`config.mk`:
```
export PLATFORM = sky130hd
export DESIGN_NAME = esmb_host
export DESIGN_NICKNAME = d
export VERILOG_FILES = /design/src/rtl/esmb_pkg.sv /design/src/rtl/esmb_power.sv /design/src/rtl/esmb_host.sv
export VERILOG_INCLUDE_DIRS = /design/src /design/src/rtl
export SDC_FILE = /design/constraint.sdc
export NUM_CORES = 1
export LEC_CHECK = 0
export CAP_MARGIN = 20
export CORE_ASPECT_RATIO = 1.25
export CORE_MARGIN = 2
export CORE_UTILIZATION = 50
export DETAILED_ROUTE_END_ITERATION = 8
export DONT_BUFFER_PORTS = 1
export GPL_TIMING_DRIVEN = 0
export SLEW_MARGIN = 0
export SYNTH_ARGS = -nofsm -noshare
export SYNTH_HDL_FRONTEND = slang
export SYNTH_SLANG_ARGS = --single-unit
```
`constraint.sdc`:
```
create_clock -name I_REF_CLK -period 7.6 [get_ports I_REF_CLK]
set_input_delay 0.76 -clock I_REF_CLK [delete_from_list [all_inputs] [get_ports I_REF_CLK]]
set_output_delay 0.76 -clock I_REF_CLK [all_outputs]
set_load 0.01 [all_outputs]
```
`src/rtl/esmb_defs.svh`:
```
// Purpose: Timing counts and field sizes for the expansion slot host controller
// Assumes: Clock of 250 MHz (4 ns period)
// Notes:   Times are held in their own unit, cycle counts are derived from them
`ifndef ESMB_DEFS_SVH
`define ESMB_DEFS_SVH

`define ESMB_CLK_PERIOD_PS   4000
`define ESMB_RESET_HOLD_MS   30
`define ESMB_RESET_HOLD_CYC  ((`ESMB_RESET_HOLD_MS * 1000000) / (`ESMB_CLK_PERIOD_PS / 1000))
`define ESMB_POWER_GOOD_MS   5
`define ESMB_ADDR_SETUP_NS   55
`define ESMB_ADDR_SETUP_CYC  (((`ESMB_ADDR_SETUP_NS * 1000) + `ESMB_CLK_PERIOD_PS - 1) / `ESMB_CLK_PERIOD_PS)
`define ESMB_STROBE_NS       125
`define ESMB_STROBE_CYC      (((`ESMB_STROBE_NS * 1000) + `ESMB_CLK_PERIOD_PS - 1) / `ESMB_CLK_PERIOD_PS)
`define ESMB_WE_LEAD_NS      25
`define ESMB_WE_LEAD_CYC     (((`ESMB_WE_LEAD_NS * 1000) + `ESMB_CLK_PERIOD_PS - 1) / `ESMB_CLK_PERIOD_PS)
`define ESMB_HOLD_NS         35
`define ESMB_HOLD_CYC        (((`ESMB_HOLD_NS * 1000) + `ESMB_CLK_PERIOD_PS - 1) / `ESMB_CLK_PERIOD_PS)
`define ESMB_ADDR_W          24
`define ESMB_DATA_W          16
`define ESMB_CNT_W           24

`endif

```
`src/rtl/esmb_pkg.sv`:
```
// Purpose: Types shared by the expansion slot host controller
// Assumes: Nothing
// Notes:   Counts and widths live in esmb_defs.svh
package esmb_pkg;
    // Bus sequencer states
    typedef enum logic [2:0] {
        ESMB_IDLE  = 3'b000,
        ESMB_SETUP = 3'b001,
        ESMB_STRB  = 3'b010,
        ESMB_LEAD  = 3'b011,
        ESMB_HOLD  = 3'b100
    } esmb_state_t;
endpackage

```
`src/rtl/esmb_power.sv`:
```
// Purpose: Slot power and slot reset sequencing from the seat detects
// Assumes: Seat detects already synchronised by the caller
// Notes:   Software reset restarts the hold window
`timescale 1ns/1ps
`include "esmb_defs.svh"

module esmb_power #(
    parameter int RESET_HOLD_CYC = `ESMB_RESET_HOLD_CYC
) (
    // Clock and reset
    input  wire logic i_ref_clk,
    input  wire logic i_srst,
    // Control
    input  wire logic i_seated,
    input  wire logic i_sw_reset,
    // Status
    output logic      o_power_on,
    output logic      o_slot_reset_n,
    output logic      o_ready
);
    logic [`ESMB_CNT_W-1:0] cnt_reg;     // Reset window counter
    logic [`ESMB_CNT_W-1:0] cnt_next;
    logic                   pwr_reg;     // Slot power enable
    logic                   rst_n_reg;   // Slot reset, low = asserted
    logic                   done;        // Hold window elapsed

    assign done = (cnt_reg == RESET_HOLD_CYC[`ESMB_CNT_W-1:0]);
    // Count while seated and no software reset; restart on either
    assign cnt_next = (!i_seated || i_sw_reset) ? '0 :
                      (done ? cnt_reg : cnt_reg + 1'b1);

    // Power follows seating; reset held until the window elapses
    always_ff @(posedge i_ref_clk)
    begin
        if (i_srst)
        begin
            cnt_reg   <= '0;
            pwr_reg   <= 1'b0;
            rst_n_reg <= 1'b0;
        end
        else
        begin
            cnt_reg   <= cnt_next;
            pwr_reg   <= i_seated;
            rst_n_reg <= i_seated && !i_sw_reset && done;
        end
    end

    assign o_power_on     = pwr_reg;
    assign o_slot_reset_n = rst_n_reg;
    assign o_ready        = rst_n_reg;

    // Power may only follow a seated slot of the previous cycle
    property p_power_needs_seat;
        @(posedge i_ref_clk) disable iff (i_srst)
        o_power_on |-> $past(i_seated);
    endproperty
    a_power_needs_seat: assert property (p_power_needs_seat) else $error("power on without seat");

    // Unseating pulls the slot reset low on the next cycle
    property p_unseated_resets;
        @(posedge i_ref_clk) disable iff (i_srst)
        !i_seated |=> !o_slot_reset_n;
    endproperty
    a_unseated_resets: assert property (p_unseated_resets) else $error("reset free unseated");
endmodule

```
`src/rtl/esmb_host.sv`:
```
// Purpose: Host controller driving an expansion slot memory bus
// Assumes: One requester; strobes are generated from the 250 MHz clock
// Notes:   Slot pins are active low except power on, as on the connector
// Function
// - Address stable before and through read strobe
// - Write strobe held high during reads
// - Slot reset held 30 ms after insertion
// - Power off until both seat detects asserted
// - Data and address valid before write strobe
// - Write strobe rises before select releases
// - Read strobe held high during writes
// - Only one region select per access
`timescale 1ns/1ps
`include "esmb_defs.svh"

module esmb_host #(
    parameter int RESET_HOLD_CYC = `ESMB_RESET_HOLD_CYC
) (
    // Clock and reset
    input  wire logic                    I_REF_CLK,
    input  wire logic                    I_SRST,
    // User request
    input  wire logic                    I_REQ_VALID,
    input  wire logic                    I_REQ_WRITE,
    input  wire logic                    I_REQ_REGION,
    input  wire logic [`ESMB_ADDR_W-1:0] I_REQ_ADDR,
    input  wire logic [`ESMB_DATA_W-1:0] I_REQ_WDATA,
    input  wire logic                    I_SW_RESET,
    output logic                         O_REQ_READY,
    output logic                         O_RSP_VALID,
    output logic [`ESMB_DATA_W-1:0]      O_RSP_RDATA,
    output logic                         O_SLOT_READY,
    // Slot pins
    input  wire logic                    I_SEAT_DETECT_A_N,
    input  wire logic                    I_SEAT_DETECT_B_N,
    input  wire logic                    I_BATTERY_LOW_N,
    output logic                         O_POWER_ON,
    output logic                         O_SLOT_RESET_N,
    output logic                         O_REGION0_SELECT_N,
    output logic                         O_REGION1_SELECT_N,
    output logic                         O_READ_STROBE_N,
    output logic                         O_WRITE_STROBE_N,
    output logic [`ESMB_ADDR_W-1:0]      O_ADDR,
    input  wire logic [`ESMB_DATA_W-1:0] I_DATA,
    output logic [`ESMB_DATA_W-1:0]      O_DATA,
    output logic                         O_DATA_OE_N
);
    localparam logic [7:0] SETUP_C = 8'(`ESMB_ADDR_SETUP_CYC);
    localparam logic [7:0] STRB_C  = 8'(`ESMB_STROBE_CYC);
    localparam logic [7:0] LEAD_C  = 8'(`ESMB_WE_LEAD_CYC);
    localparam logic [7:0] HOLD_C  = 8'(`ESMB_HOLD_CYC);

    esmb_pkg::esmb_state_t state_reg;    // Sequencer state
    esmb_pkg::esmb_state_t state_next;
    logic [7:0]            cnt_reg;      // Phase counter
    logic [7:0]            cnt_next;
    logic                  wr_reg;       // Current access is a write
    logic                  rgn_reg;      // Current region
    logic [`ESMB_ADDR_W-1:0] addr_reg;   // Held address
    logic [`ESMB_DATA_W-1:0] wdata_reg;  // Held write data
    logic [`ESMB_DATA_W-1:0] rdata_reg;  // Captured read data
    logic                  rsp_reg;      // Response pulse
    logic [1:0]            sda_sync;     // Seat detect A synchroniser
    logic [1:0]            sdb_sync;     // Seat detect B synchroniser
    logic [1:0]            bat_sync;     // Battery low synchroniser
    logic [`ESMB_DATA_W-1:0] d_s1_reg;   // Data bus first stage
    logic [`ESMB_DATA_W-1:0] d_s2_reg;   // Data bus second stage
    logic                  seated;       // Both seats low, battery fine
    logic                  ready;        // Slot out of reset
    logic                  phase_done;   // Counter reached its phase end
    logic [7:0]            phase_len;    // Length of current phase
    logic                  sel_on;       // Select asserted
    logic                  rd_on;        // Read strobe asserted
    logic                  wr_on;        // Write strobe asserted
    logic                  drv_on;       // Host drives data

    // Low battery electrically removes the module, same as unseating
    assign seated = !sda_sync[1] && !sdb_sync[1] && bat_sync[1];

    esmb_power #(
        .RESET_HOLD_CYC (RESET_HOLD_CYC)
    ) u_power (
        .i_ref_clk      (I_REF_CLK),
        .i_srst         (I_SRST),
        .i_seated       (seated),
        .i_sw_reset     (I_SW_RESET),
        .o_power_on     (O_POWER_ON),
        .o_slot_reset_n (O_SLOT_RESET_N),
        .o_ready        (ready)
    );

    // Phase lengths; strobe phase covers module data access time
    assign phase_len = (state_reg == esmb_pkg::ESMB_SETUP) ? SETUP_C :
                       (state_reg == esmb_pkg::ESMB_STRB)  ? STRB_C  :
                       (state_reg == esmb_pkg::ESMB_LEAD)  ? LEAD_C  : HOLD_C;
    assign phase_done = (cnt_reg == phase_len - 8'h01);

    // Sequencer: setup, strobe, write lead-out, hold
    always_comb
    begin
        state_next = state_reg;
        cnt_next   = phase_done ? 8'h00 : cnt_reg + 8'h01;
        case (state_reg)
            esmb_pkg::ESMB_IDLE:
            begin
                cnt_next = 8'h00;
                if (I_REQ_VALID && ready)
                    state_next = esmb_pkg::ESMB_SETUP;
            end
            esmb_pkg::ESMB_SETUP:
                if (phase_done)
                    state_next = esmb_pkg::ESMB_STRB;
            esmb_pkg::ESMB_STRB:
                if (phase_done)
                    state_next = wr_reg ? esmb_pkg::ESMB_LEAD : esmb_pkg::ESMB_HOLD;
            esmb_pkg::ESMB_LEAD:
                if (phase_done)
                    state_next = esmb_pkg::ESMB_HOLD;
            esmb_pkg::ESMB_HOLD:
                if (phase_done)
                    state_next = esmb_pkg::ESMB_IDLE;
            default:
                state_next = esmb_pkg::ESMB_IDLE;
        endcase
        // Slot reset aborts any access in flight
        if (!ready)
            state_next = esmb_pkg::ESMB_IDLE;
    end

    // Pin decode; select covers strobe through lead, strobes only the strobe phase
    assign sel_on = (state_reg == esmb_pkg::ESMB_STRB) || (state_reg == esmb_pkg::ESMB_LEAD);
    assign rd_on  = (state_reg == esmb_pkg::ESMB_STRB) && !wr_reg;
    assign wr_on  = (state_reg == esmb_pkg::ESMB_STRB) && wr_reg;
    // Data driven from setup through hold in a write, never in a read
    assign drv_on = wr_reg && (state_reg != esmb_pkg::ESMB_IDLE);

    // Synchronisers and held bus values
    always_ff @(posedge I_REF_CLK)
    begin
        if (I_SRST)
        begin
            sda_sync <= 2'h3;
            sdb_sync <= 2'h3;
            bat_sync <= 2'h0;
            d_s1_reg <= '0;
            d_s2_reg <= '0;
        end
        else
        begin
            sda_sync <= {sda_sync[0], I_SEAT_DETECT_A_N};
            sdb_sync <= {sdb_sync[0], I_SEAT_DETECT_B_N};
            bat_sync <= {bat_sync[0], I_BATTERY_LOW_N};
            d_s1_reg <= I_DATA;
            d_s2_reg <= d_s1_reg;
        end
    end

    // Sequencer registers and request capture
    always_ff @(posedge I_REF_CLK)
    begin
        if (I_SRST)
        begin
            state_reg <= esmb_pkg::ESMB_IDLE;
            cnt_reg   <= 8'h00;
            wr_reg    <= 1'b0;
            rgn_reg   <= 1'b0;
            addr_reg  <= '0;
            wdata_reg <= '0;
            rdata_reg <= '0;
            rsp_reg   <= 1'b0;
        end
        else
        begin
            state_reg <= state_next;
            cnt_reg   <= cnt_next;
            rsp_reg   <= 1'b0;
            // Address and data latched once, stable for the whole cycle
            if (O_REQ_READY && I_REQ_VALID)
            begin
                wr_reg    <= I_REQ_WRITE;
                rgn_reg   <= I_REQ_REGION;
                addr_reg  <= I_REQ_ADDR;
                wdata_reg <= I_REQ_WDATA;
            end
            // Read data taken at the last strobe cycle while the module drives;
            // once select rises the module may let the bus go
            if (state_reg == esmb_pkg::ESMB_STRB && phase_done && !wr_reg)
                rdata_reg <= d_s2_reg;
            // Response closes the access once the hold phase is over
            if (state_reg == esmb_pkg::ESMB_HOLD && phase_done)
                rsp_reg <= 1'b1;
        end
    end

    // Outputs
    assign O_REQ_READY        = (state_reg == esmb_pkg::ESMB_IDLE) && ready;
    assign O_RSP_VALID        = rsp_reg;
    assign O_RSP_RDATA        = rdata_reg;
    assign O_SLOT_READY       = ready;
    assign O_REGION0_SELECT_N = !(sel_on && !rgn_reg);
    assign O_REGION1_SELECT_N = !(sel_on && rgn_reg);
    assign O_READ_STROBE_N    = !rd_on;
    assign O_WRITE_STROBE_N   = !wr_on;
    assign O_ADDR             = addr_reg;
    assign O_DATA             = wdata_reg;
    assign O_DATA_OE_N        = !drv_on;

    // Assertions
    property p_one_select;
        @(posedge I_REF_CLK) disable iff (I_SRST)
        !(!O_REGION0_SELECT_N && !O_REGION1_SELECT_N);
    endproperty
    a_one_select: assert property (p_one_select) else $error("two selects");

    property p_read_no_we;
        @(posedge I_REF_CLK) disable iff (I_SRST)
        !O_READ_STROBE_N |-> O_WRITE_STROBE_N;
    endproperty
    a_read_no_we: assert property (p_read_no_we) else $error("we in read");

    property p_write_no_oe;
        @(posedge I_REF_CLK) disable iff (I_SRST)
        !O_WRITE_STROBE_N |-> O_READ_STROBE_N;
    endproperty
    a_write_no_oe: assert property (p_write_no_oe) else $error("oe in write");

    property p_we_before_sel;
        @(posedge I_REF_CLK) disable iff (I_SRST)
        $rose(O_WRITE_STROBE_N) |-> (!O_REGION0_SELECT_N || !O_REGION1_SELECT_N)[*6];
    endproperty
    a_we_before_sel: assert property (p_we_before_sel) else $error("select fell early");

    property p_data_before_we;
        @(posedge I_REF_CLK) disable iff (I_SRST)
        $fell(O_WRITE_STROBE_N) |-> $past(!O_DATA_OE_N, 14);
    endproperty
    a_data_before_we: assert property (p_data_before_we) else $error("data late");

    property p_addr_stable;
        @(posedge I_REF_CLK) disable iff (I_SRST)
        !O_READ_STROBE_N |-> $stable(O_ADDR);
    endproperty
    a_addr_stable: assert property (p_addr_stable) else $error("addr moved");

    property p_no_drive_read;
        @(posedge I_REF_CLK) disable iff (I_SRST)
        !O_READ_STROBE_N |-> O_DATA_OE_N;
    endproperty
    a_no_drive_read: assert property (p_no_drive_read) else $error("contention");

    property p_reset_no_access;
        @(posedge I_REF_CLK) disable iff (I_SRST)
        !O_SLOT_RESET_N |=> O_REGION0_SELECT_N && O_REGION1_SELECT_N;
    endproperty
    a_reset_no_access: assert property (p_reset_no_access) else $error("access in reset");

    property p_rd_len;
        @(posedge I_REF_CLK) disable iff (I_SRST)
        $fell(O_READ_STROBE_N) |-> !O_READ_STROBE_N[*8];
    endproperty
    a_rd_len: assert property (p_rd_len) else $error("read strobe short");

    c_read:  cover property (@(posedge I_REF_CLK) $fell(O_READ_STROBE_N));
    c_write: cover property (@(posedge I_REF_CLK) $fell(O_WRITE_STROBE_N));
    c_rgn1:  cover property (@(posedge I_REF_CLK) $fell(O_REGION1_SELECT_N));
    c_rst:   cover property (@(posedge I_REF_CLK) $rose(O_SLOT_RESET_N));
endmodule

```
==> qor.yml <==
outcome: "finished, final reports clean"
drcViolationCount: 0
required_ps: 7880
grtUsageTotal: 0.199
cts_root_buf: "clkbuf_16"
gr-total-overflow: 0
post-cts-setup-buffers: 0
intPower_mw: 1.27
timing.hold.ws_ps: 413
fmax_mhz: 325
antenna_found_initial: 0
wl_per_cell_um: 14.7
cp.arrival_ps: 3360
core_area_um2: 9560
routabilityCongestion: 0.824
timing.critical_path.buf_inv: 2
cp_slowest_cell: "a211oi_4"
path_max_fanout: 10
synthFlopType: "dfxtp_1"
cp-start-kind: "register"
yosys_warnings: 0
htree_levels: 4
synth_edf_count: 0
final_antenna_net_count: 0
rsz0062_at_grt: "no"
tns_ps: 0
port-buffer-count: 0
hold_viol_final: 0
die_h_um: 115
critPathMaxStageDelay_ps: 590
grt_pass1_wl_mm: 16.3
power_frac_comb: 0.011
syn_avg_cell_area_um2: 9.13
hold_path_class: "register to register"
finClkSkew_ps: 10.6
p_leak_nw: 1.95
path_delay_family: "compound AO/OA/AOI/OAI gates"
slew_viol_final: 0
drt-initial-drc-count: 107
end_kind: "register"
peakVddDrop_uv: 217
initial_utilization: 0.512
cts_num_sinks: 134
clkLatencyLatePin_ps: 410
die_area_um2: 10600
fill_cells: 868
crit_chain: "clkbuf_1 -> or2b_1 -> a21oi_1 -> ha_1 -> or3b_1 -> a211o_1 -> a211oi_4 -> buf_8 -> mux2i_1 -> nor2_1"
regArea_um2: 2680
min_period_ps: 3070
clock_path_buffers: 2
cts_inserted_buffers: 17
setup_viol: 0
cts_resized: 0
dr.pass1.iters: 4
seqPwrFrac: 0.448
ios: 131
die_x_um: 92.5
yosysSeqAreaShare: 0.548
synthDistinctLibCells: 38
p_per_area_nw_per_um2: 280
synth_seq_cells: 134
dr_total_vias: 3544
antenna_cells: 0
p_clk_frac: 0.541
fin_crit_sh: 0.404
syn_area_um2: 4890
drive_gt1_frac: 0.0703
grt_max_degree: 17
grt_pass1_vias: 3431
power_switching_mw: 0.319
layout.nets: 626
maxSlewHeadroom: 0.376
syn-num-nets: 606
clk_pin_slew_ps: 60
hpwl_mm: 7.53
worst_pin_slew_ps: 923
cts_tree: "done"
area_delta_synth_final_pct: 16.2
multi_input_area_um2: 2060
syn_inst: 536
cts-hold-fix-buffers: 0
rows: 40
rrSetupSlack_ps: 4530
setup.worst_path.class: "register to register"
vias_per_cell: 5.10
async_flop_share: 0
swShare: 0.200
wl_mm: 10.2
cap_violations: 0
cell usage after synthesis, types with 6 or more instances:
cell type / count / area, um2
nand2_1: 98 / 368
nand4_1: 6 / 37.5
xnor2_1: 6 / 52.6
nand2b_1: 6 / 37.5
mux2i_1: 18 / 180
nor2_1: 54 / 203
inv_1: 6 / 22.5
xor2_1: 24 / 210
clkbuf_1: 26 / 97.6
a21oi_1: 47 / 235
dfxtp_1: 134 / 2680
nor2b_1: 37 / 231
nor4b_1: 6 / 52.6
nand3_1: 16 / 80.1
metrics by stage:
| step | setup slack (ps) | util | instances | area [um2] | power, mW |
|---|---|---|---|---|---|
| 2_1_floorplan | 4890 | - | 536 | 4890 | 0.742 |
| 3_3_place_gp | 4550 | 0.528 | 662 | 5050 | 0.746 |
| 3_5_place_dp | 4520 | 0.529 | 663 | 5050 | 0.747 |
| 4_1_cts | 4490 | 0.595 | 695 | 5680 | 1.61 |
| 5_1_grt | 4280 | 0.595 | 695 | 5680 | 1.65 |
| 6_report | 4530 | 0.595 | 695 | 5680 | 1.59 |
cell families (layout without fill, tap and decap cells):
logic type / Yosys count / in the layout / synth area share
buffers and inverters: 35 / 68 / 0.0307
AOI/OAI and AO/OA: 59 / 59 / 0.0662
DFF: 134 / 134 / 0.548
muxes: 18 / 18 / 0.0368
and+or+nand+nor: 255 / 255 / 0.251
xor gates and xnor gates: 30 / 30 / 0.0537
adders and majority gates: 5 / 5 / 0.0128
final cells by class:
cell class              count  area share
repair buffers              1    0.000880
plain buffers              29      0.0225
clock buffers              19      0.0762
flip-flops and latches    134       0.472
clock inverters            13      0.0346
well taps                 126      0.0277
inverters                   6     0.00396
multi-input cells         367       0.362
metal layers:
| metal | GRT usage | up-vias | share of wire |
|---|---|---|---|
| met3 | 0.0869 | 14 | 0.079 |
| met2 | 0.337 | 103 | 0.50 |
| met5 | 0 | - | 0 |
| met1 | 0.223 | 1626 | 0.41 |
| met4 | 0.0716 | 0 | 0.012 |
| li1 | - | 1801 | - |
path summary, 6_finish.rpt:
kind	to	start	cells past startpoint
worst max-delay path	O_RSP_RDATA[13]$_SDFFE_PP0P_	state_reg[0]$_SDFFE_PP0P_	10
worst min-delay path	sda_sync[1]$_SDFF_PP1_	sda_sync[0]$_SDFF_PP1_	1
worst max register to register	O_RSP_RDATA[13]$_SDFFE_PP0P_	state_reg[0]$_SDFFE_PP0P_	10
worst min register to register	sda_sync[1]$_SDFF_PP1_	sda_sync[0]$_SDFF_PP1_	1
cells in the final DEF, fill, tap and decap left out, types with 2 or more instances in the layout:
master	n
or2_2	4
nor4b_1	6
and3_1	5
dfxtp_1	134
mux2i_1	18
clkinv_4	3
o21ai_0	4
nand3_1	16
inv_6	3
clkbuf_1	28
a21oi_1	47
or3_1	2
inv_1	6
nor2_1	54
and2_1	3
a21o_1	2
nand2_1	98
nand4_1	6
nor3b_1	2
nand2b_1	6
xor2_1	24
nand4b_1	2
bufinv_16	4
nor2b_1	37
xnor2_1	6
nor3_1	3
ha_1	5
nor4_1	5
a31oi_1	2
buf_4	2
clkbuf_16	17
power groups by stage:
stage	combinational [mW]	sequential, mW	clock [mW]
3_3_place_gp	0.0172	0.729	0
2_1_floorplan	0.0135	0.729	0
4_1_cts	0.0178	0.714	0.881
3_5_place_dp	0.0177	0.729	0
6_report	0.0174	0.714	0.862
5_1_grt	0.0197	0.714	0.911
Power figures use the tool's default switching activity.
